===== config.mk =====
export PLATFORM = sky130hd
export DESIGN_NAME = branch_call_return_unit
export DESIGN_NICKNAME = d
export VERILOG_FILES = /design/src/hdl/bcr_pkg.sv /design/src/hdl/bcr_timer_if.sv /design/src/hdl/branch_call_return_unit.sv /design/src/hdl/bcr_state_timer.sv
export SDC_FILE = /design/constraint.sdc
export NUM_CORES = 1
export LEC_CHECK = 0
export ABC_AREA = 0
export BUFFER_PORTS_ARGS = -buffer_cell sky130_fd_sc_hd__clkbuf_2
export CORE_MARGIN = 2
export CORE_UTILIZATION = 54
export CTS_CLUSTER_DIAMETER = 80
export DETAILED_ROUTE_END_ITERATION = 8
export GPL_TIMING_DRIVEN = 0
export HOLD_SLACK_MARGIN = 0.02
export PLACE_DENSITY = 0.79
export SLEW_MARGIN = 40
export SYNTH_ARGS = -nofsm -noshare
export SYNTH_HDL_FRONTEND = slang
export SYNTH_SLANG_ARGS = --single-unit

===== constraint.sdc =====
create_clock -name i_clock -period 21.6 [get_ports i_clock]
set_clock_uncertainty 0.2 [all_clocks]
set_input_delay 4.32 -clock i_clock [delete_from_list [all_inputs] [get_ports i_clock]]
set_output_delay 4.32 -clock i_clock [all_outputs]
set_load 0.03 [all_outputs]

===== src/hdl/bcr_pkg.sv =====
package bcr_pkg;

  // operation codes presented by the decoder
  typedef enum logic [3:0] {
    OP_NO_OPERATION,
    OP_ABSOLUTE_JUMP,
    OP_EXTENDED_JUMP,
    OP_EXTENDED_JUMP_IND,
    OP_LONG_JUMP,
    OP_LONG_JUMP_IND,
    OP_SHORT_RELATIVE_JUMP,
    OP_INDIRECT_JUMP,
    OP_ABSOLUTE_CALL,
    OP_EXTENDED_CALL,
    OP_EXTENDED_CALL_IND,
    OP_LONG_CALL,
    OP_LONG_CALL_IND,
    OP_SUBROUTINE_EXIT,
    OP_EXTENDED_SUBROUTINE_EXIT,
    OP_INTERRUPT_EXIT
  } op_t;

  localparam int PC_W = 24;
  localparam int STATE_W = 5;
  localparam logic [7:0] INDIRECT_PAGE = 8'hff;
  localparam int CLOCKS_PER_STATE = 2;
  localparam logic [STATE_W-1:0] ADD_ODD = 5'h01;
  localparam logic [STATE_W-1:0] ADD_EXT_SHORT = 5'h02;
  localparam logic [STATE_W-1:0] ADD_EXT_LONG = 5'h03;
  localparam logic [STATE_W-1:0] ADD_FRAME4 = 5'h05;
  localparam logic [7:0] INTERNAL_PAGE = 8'hff;

endpackage : bcr_pkg


===== src/hdl/bcr_timer_if.sv =====
`timescale 1ns/10ps
`default_nettype none
interface bcr_timer_if;
  logic start;
  logic [bcr_pkg::STATE_W-1:0] states;
  logic busy;
  logic done;
  modport ctrl (output start, output states, input busy, input done);
  modport timer (input start, input states, output busy, output done);
endinterface : bcr_timer_if
`default_nettype wire


===== src/hdl/branch_call_return_unit.sv =====
`timescale 1ns/10ps
`default_nettype none
module branch_call_return_unit (
  // clock and reset
  input wire logic i_clock,
  input wire logic i_rst_n,
  // instruction request from decoder
  input wire logic i_start,
  input wire bcr_pkg::op_t i_op,
  input wire logic i_trap,
  input wire logic [23:0] i_operand,
  input wire logic [7:0] i_accumulator,
  input wire logic [15:0] i_data_pointer,
  input wire logic [7:0] i_extended_status_word,
  // static configuration
  input wire logic i_source_mode,
  input wire logic i_interrupt_frame_size_select,
  input wire logic i_internal_exec,
  // stack interface: one byte per beat
  output logic o_push,
  output logic o_pop,
  output logic [7:0] o_stack_wdata,
  input wire logic [7:0] i_stack_rdata,
  // results
  output logic [23:0] o_pc,
  output logic [7:0] o_extended_status_word,
  output logic o_status_load,
  output logic o_busy,
  output logic o_done
);
  typedef enum {S_IDLE, S_PUSH, S_POP, S_WAIT} fsm_t;

  bcr_timer_if tif();
  bcr_state_timer u_timer (.i_clock(i_clock), .i_rst_n(i_rst_n), .t(tif));

  fsm_t st_r, st_nxt;
  logic [23:0] pc_r, pc_nxt;
  logic [23:0] tgt_r, tgt_nxt;
  logic [31:0] sbuf_r, sbuf_nxt;
  logic [2:0] cnt_r, cnt_nxt;
  logic [7:0] esw_r, esw_nxt;
  logic esw_ld_r, esw_ld_nxt;
  logic [7:0] wd_r, wd_nxt;
  logic push_r, push_nxt, pop_r, pop_nxt;
  logic pop_pc_r, pop_pc_nxt;
  // a popped byte is valid the cycle after the pop pulse, so capture runs one cycle behind it
  logic rcv_r, rcv_nxt;
  logic [2:0] rx_r, rx_nxt;
  logic start_t;
  logic [4:0] states_t;

  // combinational decode of the accepted request
  logic [23:0] adv, target;
  logic [2:0] len;
  logic [4:0] base;
  logic is_jump, is_call, is_ret, is_abs;
  logic [2:0] npush, npop;
  logic [31:0] frame;

  always_comb begin
    len = 3'd1;
    base = 5'd1;
    target = pc_r;
    is_jump = 1'b0;
    is_call = 1'b0;
    is_ret = 1'b0;
    is_abs = 1'b0;
    npush = 3'd0;
    npop = 3'd0;
    if (i_trap) begin
      len = 3'd1;
      base = 5'd9;
      is_call = 1'b1;
    end else begin
      unique case (i_op)
        bcr_pkg::OP_NO_OPERATION: begin
          len = 3'd1;
          base = 5'd1;
        end
        bcr_pkg::OP_ABSOLUTE_JUMP: begin
          len = 3'd2;
          base = 5'd3;
          is_jump = 1'b1;
          is_abs = 1'b1;
        end
        bcr_pkg::OP_EXTENDED_JUMP: begin
          len = i_source_mode ? 3'd4 : 3'd5;
          base = i_source_mode ? 5'd5 : 5'd6;
          is_jump = 1'b1;
        end
        bcr_pkg::OP_EXTENDED_JUMP_IND: begin
          len = i_source_mode ? 3'd2 : 3'd3;
          base = i_source_mode ? 5'd6 : 5'd7;
          is_jump = 1'b1;
        end
        bcr_pkg::OP_LONG_JUMP: begin
          len = 3'd3;
          base = 5'd5;
          is_jump = 1'b1;
        end
        bcr_pkg::OP_LONG_JUMP_IND: begin
          len = i_source_mode ? 3'd2 : 3'd3;
          base = i_source_mode ? 5'd5 : 5'd6;
          is_jump = 1'b1;
        end
        bcr_pkg::OP_SHORT_RELATIVE_JUMP: begin
          len = 3'd2;
          base = 5'd4;
          is_jump = 1'b1;
        end
        bcr_pkg::OP_INDIRECT_JUMP: begin
          len = 3'd1;
          base = 5'd5;
          is_jump = 1'b1;
        end
        bcr_pkg::OP_ABSOLUTE_CALL: begin
          len = 3'd2;
          base = 5'd9;
          is_call = 1'b1;
          is_abs = 1'b1;
        end
        bcr_pkg::OP_EXTENDED_CALL: begin
          len = i_source_mode ? 3'd4 : 3'd5;
          base = i_source_mode ? 5'd13 : 5'd14;
          is_call = 1'b1;
        end
        bcr_pkg::OP_EXTENDED_CALL_IND: begin
          len = i_source_mode ? 3'd2 : 3'd3;
          base = i_source_mode ? 5'd13 : 5'd14;
          is_call = 1'b1;
        end
        bcr_pkg::OP_LONG_CALL: begin
          len = 3'd3;
          base = 5'd9;
          is_call = 1'b1;
        end
        bcr_pkg::OP_LONG_CALL_IND: begin
          len = i_source_mode ? 3'd2 : 3'd3;
          base = i_source_mode ? 5'd9 : 5'd10;
          is_call = 1'b1;
        end
        bcr_pkg::OP_SUBROUTINE_EXIT,
        bcr_pkg::OP_EXTENDED_SUBROUTINE_EXIT: begin
          base = 5'd7;
          is_ret = 1'b1;
        end
        bcr_pkg::OP_INTERRUPT_EXIT: begin
          base = 5'd9;
          is_ret = 1'b1;
        end
      endcase
    end
    adv = pc_r + {21'h000000, len};
    frame = {8'h00, adv};
    if (i_trap) begin
      npush = i_interrupt_frame_size_select ? 3'd4 : 3'd2;
      frame = i_interrupt_frame_size_select ? {adv, i_extended_status_word} : {16'h0000, adv[15:0]};
      target = i_operand;
    end else begin
      unique case (i_op)
        bcr_pkg::OP_ABSOLUTE_JUMP, bcr_pkg::OP_ABSOLUTE_CALL: begin
          target = {adv[23:11], i_operand[10:0]};
        end
        bcr_pkg::OP_EXTENDED_JUMP, bcr_pkg::OP_EXTENDED_JUMP_IND: begin
          target = i_operand;
        end
        bcr_pkg::OP_LONG_JUMP, bcr_pkg::OP_LONG_JUMP_IND: begin
          target = {adv[23:16], i_operand[15:0]};
        end
        bcr_pkg::OP_SHORT_RELATIVE_JUMP: begin
          target = adv + {{16{i_operand[7]}}, i_operand[7:0]};
        end
        bcr_pkg::OP_INDIRECT_JUMP: begin
          target = {bcr_pkg::INDIRECT_PAGE, {8'h00, i_accumulator} + i_data_pointer};
        end
        bcr_pkg::OP_EXTENDED_CALL, bcr_pkg::OP_EXTENDED_CALL_IND: begin
          target = i_operand;
          npush = 3'd3;
        end
        bcr_pkg::OP_LONG_CALL, bcr_pkg::OP_LONG_CALL_IND: begin
          target = {adv[23:16], i_operand[15:0]};
          npush = 3'd2;
        end
        bcr_pkg::OP_SUBROUTINE_EXIT: begin
          npop = 3'd2;
        end
        bcr_pkg::OP_EXTENDED_SUBROUTINE_EXIT: begin
          npop = 3'd3;
        end
        bcr_pkg::OP_INTERRUPT_EXIT: begin
          npop = i_interrupt_frame_size_select ? 3'd4 : 3'd2;
        end
        default: begin
          target = adv;
        end
      endcase
      if (is_abs && npush == 3'd0 && is_call) begin
        npush = 3'd2;
      end
    end
  end

  // extra states known at issue; returns get no odd penalty
  logic tgt_ext, tgt_odd;
  logic [4:0] extra;
  always_comb begin
    tgt_ext = target[23:16] != bcr_pkg::INTERNAL_PAGE;
    tgt_odd = i_internal_exec && !tgt_ext && target[0];
    extra = 5'd0;
    if (is_jump || is_call) begin
      if (tgt_odd) begin
        extra = extra + bcr_pkg::ADD_ODD;
      end
      if (tgt_ext) begin
        extra = extra + ((is_abs || is_call) ? bcr_pkg::ADD_EXT_SHORT : bcr_pkg::ADD_EXT_LONG);
      end
    end
    if ((i_trap || i_op == bcr_pkg::OP_INTERRUPT_EXIT) && i_interrupt_frame_size_select) begin
      extra = extra + bcr_pkg::ADD_FRAME4;
    end
  end

  always_comb begin
    st_nxt = st_r;
    pc_nxt = pc_r;
    tgt_nxt = tgt_r;
    sbuf_nxt = sbuf_r;
    cnt_nxt = cnt_r;
    esw_nxt = esw_r;
    esw_ld_nxt = 1'b0;
    wd_nxt = wd_r;
    push_nxt = 1'b0;
    pop_nxt = 1'b0;
    pop_pc_nxt = pop_pc_r;
    rcv_nxt = pop_r;
    rx_nxt = rx_r;
    start_t = 1'b0;
    states_t = base + extra;
    unique case (st_r)
      S_IDLE: begin
        if (i_start && !tif.busy) begin
          start_t = 1'b1;
          tgt_nxt = (is_ret) ? pc_r : target;
          sbuf_nxt = frame;
          cnt_nxt = npush | npop;
          rx_nxt = 3'd0;
          if (npush != 3'd0) begin
            st_nxt = S_PUSH;
          end else if (npop != 3'd0) begin
            st_nxt = S_POP;
            // three or more pops restore all 24 pc bits
            pop_pc_nxt = npop >= 3'd3;
          end else begin
            st_nxt = S_WAIT;
          end
        end
      end
      S_PUSH: begin
        // status word first for a four-byte trap frame, then pc low byte first
        push_nxt = 1'b1;
        wd_nxt = sbuf_r[7:0];
        sbuf_nxt = {8'h00, sbuf_r[31:8]};
        cnt_nxt = cnt_r - 3'd1;
        if (cnt_r == 3'd1) begin
          st_nxt = S_WAIT;
        end
      end
      S_POP: begin
        // one pop pulse per byte; bytes are taken in below
        pop_nxt = 1'b1;
        cnt_nxt = cnt_r - 3'd1;
        if (cnt_r == 3'd1) begin
          st_nxt = S_WAIT;
        end
      end
      S_WAIT: begin
        if (tif.done) begin
          pc_nxt = tgt_r;
          st_nxt = S_IDLE;
        end
      end
    endcase
    // high byte comes off first; a fourth byte is the status word
    if (rcv_r) begin
      rx_nxt = rx_r + 3'd1;
      if (rx_r == 3'd3) begin
        esw_nxt = i_stack_rdata;
        esw_ld_nxt = 1'b1;
      end else if (pop_pc_r) begin
        tgt_nxt = {tgt_r[15:0], i_stack_rdata};
      end else begin
        // two-byte return keeps the current page
        tgt_nxt = {tgt_r[23:16], tgt_r[7:0], i_stack_rdata};
      end
    end
  end

  always_ff @(posedge i_clock) begin
    if (!i_rst_n) begin
      st_r <= S_IDLE;
      pc_r <= '0;
      tgt_r <= '0;
      sbuf_r <= '0;
      cnt_r <= '0;
      esw_r <= '0;
      esw_ld_r <= 1'b0;
      wd_r <= '0;
      push_r <= 1'b0;
      pop_r <= 1'b0;
      pop_pc_r <= 1'b0;
      rcv_r <= 1'b0;
      rx_r <= '0;
    end else begin
      st_r <= st_nxt;
      pc_r <= pc_nxt;
      tgt_r <= tgt_nxt;
      sbuf_r <= sbuf_nxt;
      cnt_r <= cnt_nxt;
      esw_r <= esw_nxt;
      esw_ld_r <= esw_ld_nxt;
      wd_r <= wd_nxt;
      push_r <= push_nxt;
      pop_r <= pop_nxt;
      pop_pc_r <= pop_pc_nxt;
      rcv_r <= rcv_nxt;
      rx_r <= rx_nxt;
    end
  end

  assign tif.start = start_t;
  assign tif.states = states_t;
  assign o_push = push_r;
  assign o_pop = pop_r;
  assign o_stack_wdata = wd_r;
  assign o_pc = pc_r;
  assign o_extended_status_word = esw_r;
  assign o_status_load = esw_ld_r;
  assign o_busy = st_r != S_IDLE;
  assign o_done = st_r == S_WAIT && tif.done;

  a_nop_advance: assert property (@(posedge i_clock) disable iff (!i_rst_n)
    st_r == S_IDLE && i_start && !i_trap && i_op == bcr_pkg::OP_NO_OPERATION
    |-> ##2 o_done ##1 o_pc == $past(o_pc, 3) + 24'h000001)
    else $error("no operation timing or advance wrong");
  a_ind_page: assert property (@(posedge i_clock) disable iff (!i_rst_n)
    st_r == S_IDLE && i_start && !i_trap && i_op == bcr_pkg::OP_INDIRECT_JUMP && !tgt_odd && !tgt_ext
    |-> ##10 o_done ##1 o_pc[23:16] == 8'hff)
    else $error("indirect jump page wrong");
  a_short_relative_jump_states: assert property (@(posedge i_clock) disable iff (!i_rst_n)
    st_r == S_IDLE && i_start && !i_trap && i_op == bcr_pkg::OP_SHORT_RELATIVE_JUMP && !tgt_odd && !tgt_ext
    |-> !o_done [*8] ##1 o_done)
    else $error("short jump state count wrong");
  a_long_jump_keep: assert property (@(posedge i_clock) disable iff (!i_rst_n)
    st_r == S_IDLE && i_start && !i_trap && i_op == bcr_pkg::OP_LONG_JUMP
    |=> tgt_r[15:0] == $past(i_operand[15:0]))
    else $error("long jump target wrong");
  a_absolute_jump_upper: assert property (@(posedge i_clock) disable iff (!i_rst_n)
    st_r == S_IDLE && i_start && !i_trap && i_op == bcr_pkg::OP_ABSOLUTE_JUMP
    |=> tgt_r[10:0] == $past(i_operand[10:0]) && tgt_r[23:11] == $past(adv[23:11]))
    else $error("absolute jump target wrong");
  a_extended_jump_full: assert property (@(posedge i_clock) disable iff (!i_rst_n)
    st_r == S_IDLE && i_start && !i_trap && i_op == bcr_pkg::OP_EXTENDED_JUMP |=> tgt_r == $past(i_operand))
    else $error("extended jump target wrong");
  a_long_call_push: assert property (@(posedge i_clock) disable iff (!i_rst_n)
    st_r == S_IDLE && i_start && !i_trap && i_op inside {bcr_pkg::OP_LONG_CALL, bcr_pkg::OP_LONG_CALL_IND}
    |-> ##2 o_push ##1 o_push ##1 !o_push)
    else $error("long call push count wrong");
  a_extended_call_push: assert property (@(posedge i_clock) disable iff (!i_rst_n)
    st_r == S_IDLE && i_start && !i_trap && i_op inside {bcr_pkg::OP_EXTENDED_CALL, bcr_pkg::OP_EXTENDED_CALL_IND}
    |-> ##2 o_push [*3] ##1 !o_push)
    else $error("extended call push count wrong");
  a_frame_extra: assert property (@(posedge i_clock) disable iff (!i_rst_n)
    st_r == S_IDLE && i_start && i_trap |-> states_t >= (i_interrupt_frame_size_select ? 5'd14 : 5'd9))
    else $error("trap frame states wrong");
endmodule : branch_call_return_unit
`default_nettype wire


===== src/hdl/bcr_state_timer.sv =====
`timescale 1ns/10ps
`default_nettype none
// counts instruction states, each two system clocks long
module bcr_state_timer (
  // clock and reset
  input wire logic i_clock,
  input wire logic i_rst_n,
  // control
  bcr_timer_if.timer t
);
  logic [bcr_pkg::STATE_W-1:0] left_r, left_nxt;
  logic phase_r, phase_nxt;
  logic busy_r, busy_nxt;

  always_comb begin
    left_nxt = left_r;
    phase_nxt = phase_r;
    busy_nxt = busy_r;
    if (t.start && !busy_r) begin
      busy_nxt = 1'b1;
      left_nxt = t.states;
      phase_nxt = 1'b0;
    end else if (busy_r) begin
      phase_nxt = ~phase_r;
      if (phase_r) begin
        left_nxt = left_r - 5'h01;
        if (left_r == 5'h01) begin
          busy_nxt = 1'b0;
        end
      end
    end
  end

  always_ff @(posedge i_clock) begin
    if (!i_rst_n) begin
      left_r <= '0;
      phase_r <= 1'b0;
      busy_r <= 1'b0;
    end else begin
      left_r <= left_nxt;
      phase_r <= phase_nxt;
      busy_r <= busy_nxt;
    end
  end

  assign t.busy = busy_r;
  assign t.done = busy_r && phase_r && left_r == 5'h01;

  a_state_two_clk: assert property (@(posedge i_clock) disable iff (!i_rst_n)
    busy_r && !phase_r |=> phase_r && busy_r)
    else $error("state shorter than two clocks");
endmodule : bcr_state_timer
`default_nettype wire


Word-level counts from Yosys, hierarchy flattened
Cells that the tools add are included. Widths: inputs -> output; s select.

Register bits: 146. Output and inout bits: 45. Logic and storage cells: 178.

$add $sub $neg: 9. $lt $le $gt $ge: 1. Eq/ne operators: 27. Multiplexer cells: 66. Bitwise operators: 4. Reduce and logical (&&, ||, !) cells: 54.

Operators with widths (number): $mux 32 (6); $mux 24 (7); $pmux 24 s6 (1); $pmux 32 s3 (1); $eq 32x2->1 const B (2); $pmux 32 s2 (1); $pmux 5 s10 (1); $mux 5 (8); $eq 32x1->1 const B (1); $eq 32x3->1 const B (1); $eq 4x4->1 const B (8); $logic_not 32->1 (1); $reduce_bool 32->1 (1); $mux 3 (10); $add 24x24->24 (1); $add 24x3->24 (1); $mux 1 (23); $reduce_or 2->1 (10); $add 8x16->16 (1); $eq 4x3->1 const B (4); $reduce_and 2->1 (7); $pmux 3 s4 (1); $reduce_bool 2->1 (6); $reduce_or 4->1 (3); other kinds (33) (55).

Longest topological paths before layout
Depth in word-level cells: 21. Mapped depth: 37. Mapped depth without buffers: 33.

Modules after synthesis
From an unflattened synthesis, not the netlist that was laid out.

Cell total of the unflattened synthesis: 1230. Area total of the unflattened synthesis: 9376.5 sq um.

Modules (own cells, without submodules): branch_call_return_unit (times used 1, cells an instance 1189, area each 9006.1 sq um); bcr_state_timer (times used 1, cells an instance 41, area each 370.4 sq um).

Worst setup path after synthesis
No wires, ideal clock.

Kind: input to register. Start: input i_op[2]. End: register u_timer.left_r[4] (netlist bit). Library setup time: 0.135 ns. Data arrival time: 11.056 ns. Data required time: 21.265 ns. Slack: 10.209 ns. Cell stages on the path: 34. Cells stage by stage: buf_2 buf_1 clkbuf_1 a21oi_1 o21ai_0 a211o_1 ha_1 inv_1 fa_1 inv_1 a21o_1 nor3b_1 nor2b_1 xnor2_1 inv_1 ha_1 clkbuf_1 nand4_1 or3_1 o21a_1 o211ai_1 nand4_1 or4b_1 buf_2 nor2_1 ha_1 nand2_1 mux2i_2 ha_1 mux2_2 fa_1 a21o_1 a211oi_1 a2111oi_0.

Longest elaborated chain between the ends: 21. Elaborated cells between the ends (all ways): 63. Those cells by class: add/sub (5); eq/ne (16); mux (19); reduce/logical (23).

Ends and longest elaborated chain: from (decl) (RTL line branch_call_return_unit.sv:9) `input wire bcr_pkg::op_t i_op,`; $eq 4x4->1 (tied with other cells) (RTL line branch_call_return_unit.sv:75, branch_call_return_unit.sv:160); $reduce_or 4->1 (no line) (tied with other cells); $pmux 3 s4 (RTL line branch_call_return_unit.sv:75) `unique case (i_op)`; $mux 3 (RTL line branch_call_return_unit.sv:70) `if (i_trap) begin`; $add 24x3->24 (RTL line branch_call_return_unit.sv:153) `adv = pc_r + {21'h000000, len};`; $add 24x24->24 (RTL line branch_call_return_unit.sv:171) `target = adv + {{16{i_operand[7]}}, i_operand[7:0]};`; $pmux 24 s6 (RTL line branch_call_return_unit.sv:160) `unique case (i_op)`; $mux 24 (RTL line branch_call_return_unit.sv:155) `if (i_trap) begin`; [5 not listed]; $mux 5 (RTL line branch_call_return_unit.sv:210) `if (is_jump || is_call) begin`; $add 5x2->5 (RTL line branch_call_return_unit.sv:215) `extra = extra + ((is_abs || is_call) ? bcr_pkg::ADD_EXT_SHORT : bcr_pkg::ADD_EXT_LONG);`; $mux 5 (RTL line branch_call_return_unit.sv:214) `if (tgt_ext) begin`; $mux 5 (RTL line branch_call_return_unit.sv:210); $add 5x3->5 (RTL line branch_call_return_unit.sv:219) `extra = extra + bcr_pkg::ADD_FRAME4;`; $mux 5 (RTL line branch_call_return_unit.sv:218) `if ((i_trap || i_op == bcr_pkg::OP_INTERRUPT_EXIT) && i_interrupt_frame_size_select) begin`; $add 5x5->5 * (RTL line branch_call_return_unit.sv:238) `states_t = base + extra;`; $mux 5 * (RTL line bcr_state_timer.sv:19) `if (t.start && !busy_r) begin`; to (signal assigned) (RTL line bcr_state_timer.sv:40) `left_r <= left_nxt;`; to (decl) (RTL line bcr_state_timer.sv:11) `logic [bcr_pkg::STATE_W-1:0] left_r, left_nxt;`.

Every way passes the cells marked *; elsewhere a longest branch is shown, timed or not. The select of a mux whose other input is x is not followed. A chain may end at the register's enable or synchronous reset.

Worst setup path in the final report
Start: input i_trap. End: register u_timer.left_r[4] (netlist bit).

Longest elaborated chain between the ends: 18. Elaborated cells between the ends (all ways): 27. Those cells by class: add/sub (5); eq/ne (1); mux (14); reduce/logical (7).

Ends and longest elaborated chain: from (decl) (RTL line branch_call_return_unit.sv:10) `input wire logic i_trap,`; $mux 3 (RTL line branch_call_return_unit.sv:70); $add 24x3->24 (RTL line branch_call_return_unit.sv:153); $add 24x24->24 (RTL line branch_call_return_unit.sv:171); $pmux 24 s6 (RTL line branch_call_return_unit.sv:160); $mux 24 (RTL line branch_call_return_unit.sv:155); $ne 8x8->1 (RTL line branch_call_return_unit.sv:207) `tgt_ext = target[23:16] != bcr_pkg::INTERNAL_PAGE;`; $logic_not 1->1 (RTL line branch_call_return_unit.sv:208) `tgt_odd = i_internal_exec && !tgt_ext && target[0];`; $logic_and 1x1->1 (2 in a row) (RTL line branch_call_return_unit.sv:208); $mux 1 (RTL line branch_call_return_unit.sv:211) `if (tgt_odd) begin`; $mux 5 (RTL line branch_call_return_unit.sv:210); $add 5x2->5 (RTL line branch_call_return_unit.sv:215); $mux 5 (RTL line branch_call_return_unit.sv:214); $mux 5 (RTL line branch_call_return_unit.sv:210); $add 5x3->5 (RTL line branch_call_return_unit.sv:219); $mux 5 (RTL line branch_call_return_unit.sv:218); $add 5x5->5 * (RTL line branch_call_return_unit.sv:238); $mux 5 * (RTL line bcr_state_timer.sv:19).

Marked as above.

==> impl_metrics.py <==
metrics = {
    "setup_path": {
        "crit_path_start_kind": "primary input",
        "endpoint_kind": "flop",
        "critPathMaxStageDelay_ns": 0.58,
        "crit_family": "simple AND/OR/NAND/NOR gates",
        "cp-startpoint": "i_trap",
        "crit_path_max_fanout": 10,
        "critPathBufInv": 7,
        "critical_path_arrival_ns": 13.11,
        "path_class": "primary input to flop",
        "crit_slowest_cell": "or4b_1",
        "cp.required_ns": 21.70,
        "worstReg2RegStart": "o_pc[0]$_SDFFE_PN0P_",
    },
    "placement": {
        "dpl.hpwl_mm": 26.6,
        "gp_routability_congestion": 1.00,
        "place_ws_ns": 8.56,
        "dp_cells": 1562,
        "portBuffers": 118,
    },
    "cells_and_area": {
        "nNetsFinal": 1490,
        "finish.utilization_pct": 64.4,
        "final_cell_mix": "174 x nand2_1, 128 x a21oi_1, 118 x clkbuf_2",
        "syn2layout_area_growth_pct": 17.4,
        "layout_commonest_cell": "nand2_1",
        "num-fill-cells": 1469,
        "drive_gt1_share_pct": 14.3,
        "fin_cells": 1594,
        "diodes": 0,
    },
    "die": {
        "start_util_pct": 54.8,
        "die_h_um": 133,
        "dieArea_um2": 17800,
        "core-area_um2": 16500,
        "io_pins": 120,
        "die_w_um": 133,
        "rows": 47,
    },
    "clock_tree": {
        "postCtsSetupRepairBufs": 0,
        "clk_latency_ns": 0.43,
        "clock_tree.root_cell": "clkbuf_16",
        "h-tree-depth": 4,
        "cts_inserted_buffers": 17,
        "cts_buffer_depth": 2,
        "clkTransAtPathRegs_ns": 0.06,
        "cts_tree": "done",
        "cts_resized": 0,
        "cts_sinks": 116,
        "cts_hold_buffers": 0,
    },
    "pwr": {
        "leakage_nw": 4.20,
        "peakVddDrop_mv": 0.0708,
        "powerDensity_nw_per_um2": 88.6,
    },
    "synthesis": {
        "ys_seq_elements": 116,
        "yosys.area.top_type_share_pct": 25.7,
        "synth_edf_count": 0,
        "ys_warn_count": 0,
        "async_reset_ff_share_pct": 0,
        "synth_top_area_cell": "dfxtp_1",
        "syn_area_um2": 9020,
        "ys_seq_area_share_pct": 25.7,
        "syn_nets": 1353,
        "avgSynthCellArea_um2": 7.37,
        "synth_cell_types": 75,
        "synthesis.instances": 1224,
        "synth_area_leaders": "dfxtp_1 26%, nand2_1 7.2%, a21oi_1 7.2%",
        "yosys_most_used_dff": "dfxtp_1",
    },
    "route": {
        "remaining_drc_errors": 0,
        "dr_wl_met2_mm": 15.3,
        "antenna_left": 0,
        "top_layer_used": "met4",
        "vias_per_cell": 6.55,
        "via_count": 10400,
        "wl_per_cell_um": 21.8,
        "wl_met3_mm": 3.86,
        "drt_iter0_drc": 1445,
        "drtPass1Iterations": 7,
        "routed_wl_mm": 34.8,
        "drt-met1-wl_mm": 14.0,
    },
    "status": {
        "status": "completed",
    },
    "timing": {
        "grt_setup_unrepaired": "false",
        "relSlewSlack_pct": 39.7,
        "tightestPinTransition_ns": 0.901,
        "tns_ns": 0,
        "hold_viol_final": 0,
        "slew_violations": 0,
        "setup_viol": 0,
        "finalCriticalPeriod_ns": 13.01,
        "max_freq_mhz": 76.9,
        "finalCritPeriodShare_pct": 60.2,
        "fin_ws_ns": 8.59,
    },
    "min_path": {
        "hp-start": "sbuf_r[10]$_SDFFE_PN0P_",
        "hold_path.class": "flop to flop",
    },
    "grt": {
        "grt_start_max_net_pins": 20,
        "globalRoute.totalOverflow": 0,
        "grt_pass1_wl_mm": 53.6,
        "antenna_found_initial": 0,
        "track_usage_pct": 39.0,
        "grt_pass1_vias": 9517,
    },
    "job": {
        "maxCapViolCount": 0,
    },
}
==> per-layer routing <==
layer	vias up	global-route usage, %
met3	123	8.41
met5	-	0
met4	0	17.6
met1	4877	52.7
met2	671	59.8
li1	4772	-
==> cells in the mapped netlist (7+ instances only) <==
| library cell | n |
|---|---|
| o211ai_1 | 37 |
| o21ai_0 | 53 |
| a21oi_1 | 129 |
| nor2_1 | 111 |
| buf_2 | 12 |
| and3_1 | 7 |
| nor2b_1 | 9 |
| a21o_1 | 15 |
| xnor2_1 | 36 |
| nand4_1 | 16 |
| a22oi_1 | 13 |
| ha_1 | 50 |
| dfxtp_1 | 116 |
| o21a_1 | 7 |
| o2111ai_1 | 9 |
| a31oi_1 | 9 |
| buf_1 | 9 |
| a211oi_1 | 38 |
| xor2_1 | 20 |
| nand2_1 | 174 |
| mux2i_1 | 14 |
| nand2b_1 | 12 |
| inv_1 | 38 |
| a221o_1 | 8 |
| nor3_1 | 38 |
| a221oi_1 | 23 |
| clkbuf_1 | 63 |
| o221ai_1 | 17 |
| nand3_1 | 32 |
==> where the power goes <==
group / internal, W / switching (W) / total [W]
registers: 0.000250 / 0.0000261 / 0.000276
clock network: 0.000217 / 0.000112 / 0.000330
logic: 0.000114 / 0.000218 / 0.000332
==> path summary, 6_finish.rpt <==
path	end	slack [ns]	cells after the start
setup / recovery	u_timer.left_r[4]$_SDFFE_PN0P_	8.59	30
hold / removal	sbuf_r[10]$_SDFFE_PN0P_	0.25	2
hold reg to reg	sbuf_r[10]$_SDFFE_PN0P_	0.25	2
setup reg to reg	u_timer.left_r[4]$_SDFFE_PN0P_	13.66	28
==> worst reg2reg max path: cells and delay by family (launching register included) <==
kind	cells	cell delay [ns]
AND/OR/NAND/NOR	8	2.37
adder cells (fa/ha/maj)	6	1.79
AO/OA/AOI/OAI	6	1.46
buffers and inverters	5	0.78
multiplexers	2	0.53
flip-flops	1	0.41
XOR/XNOR	1	0.28
==> cell type report <==
cell class,count,area (µm²),area share (%)
multi-input combinational,983,6240,58.9
sequential,116,2320,21.9
timing repair buffer,118,591,5.57
clock buffer,17,425,4.01
buffer,85,338,3.19
tap,220,275,2.60
clock inverter,15,251,2.37
inverter,40,150,1.42
==> state kept, by name (all words and copies together) (netlist names), 2 cells and up <==
name,flops
sbuf_r,32
o_pc,24
tgt_r,24
o_extended_status_word,8
o_stack_wdata,8
u_timer.left_r,5
cnt_r,3
rx_r,3
st_r,2
==> cells by family (layout without fill, tap and decap cells) <==
family | Yosys count | in the layout | synth area share, %
AOI/OAI and AO/OA | 405 | 405 | 29.8
buffers and inverters | 125 | 275 | 5.41
muxes | 19 | 19 | 2.23
adders and majority gates | 54 | 54 | 7.82
and+or+nand+nor | 446 | 446 | 23.1
xor gates and xnor gates | 59 | 59 | 5.98
DFF | 116 | 116 | 25.7
==> metrics by stage <==
step,hold WS [ns],power [W],instance area [µm²]
floorplan,0.232,0.000499,9020
global placement,0.241,0.000589,9890
detailed placement,0.244,0.000595,9910
CTS,0.252,0.000925,10600
global route,0.269,0.000980,10600
finish,0.254,0.000938,10600
Note: power is estimated with default switching activity, not from simulation.
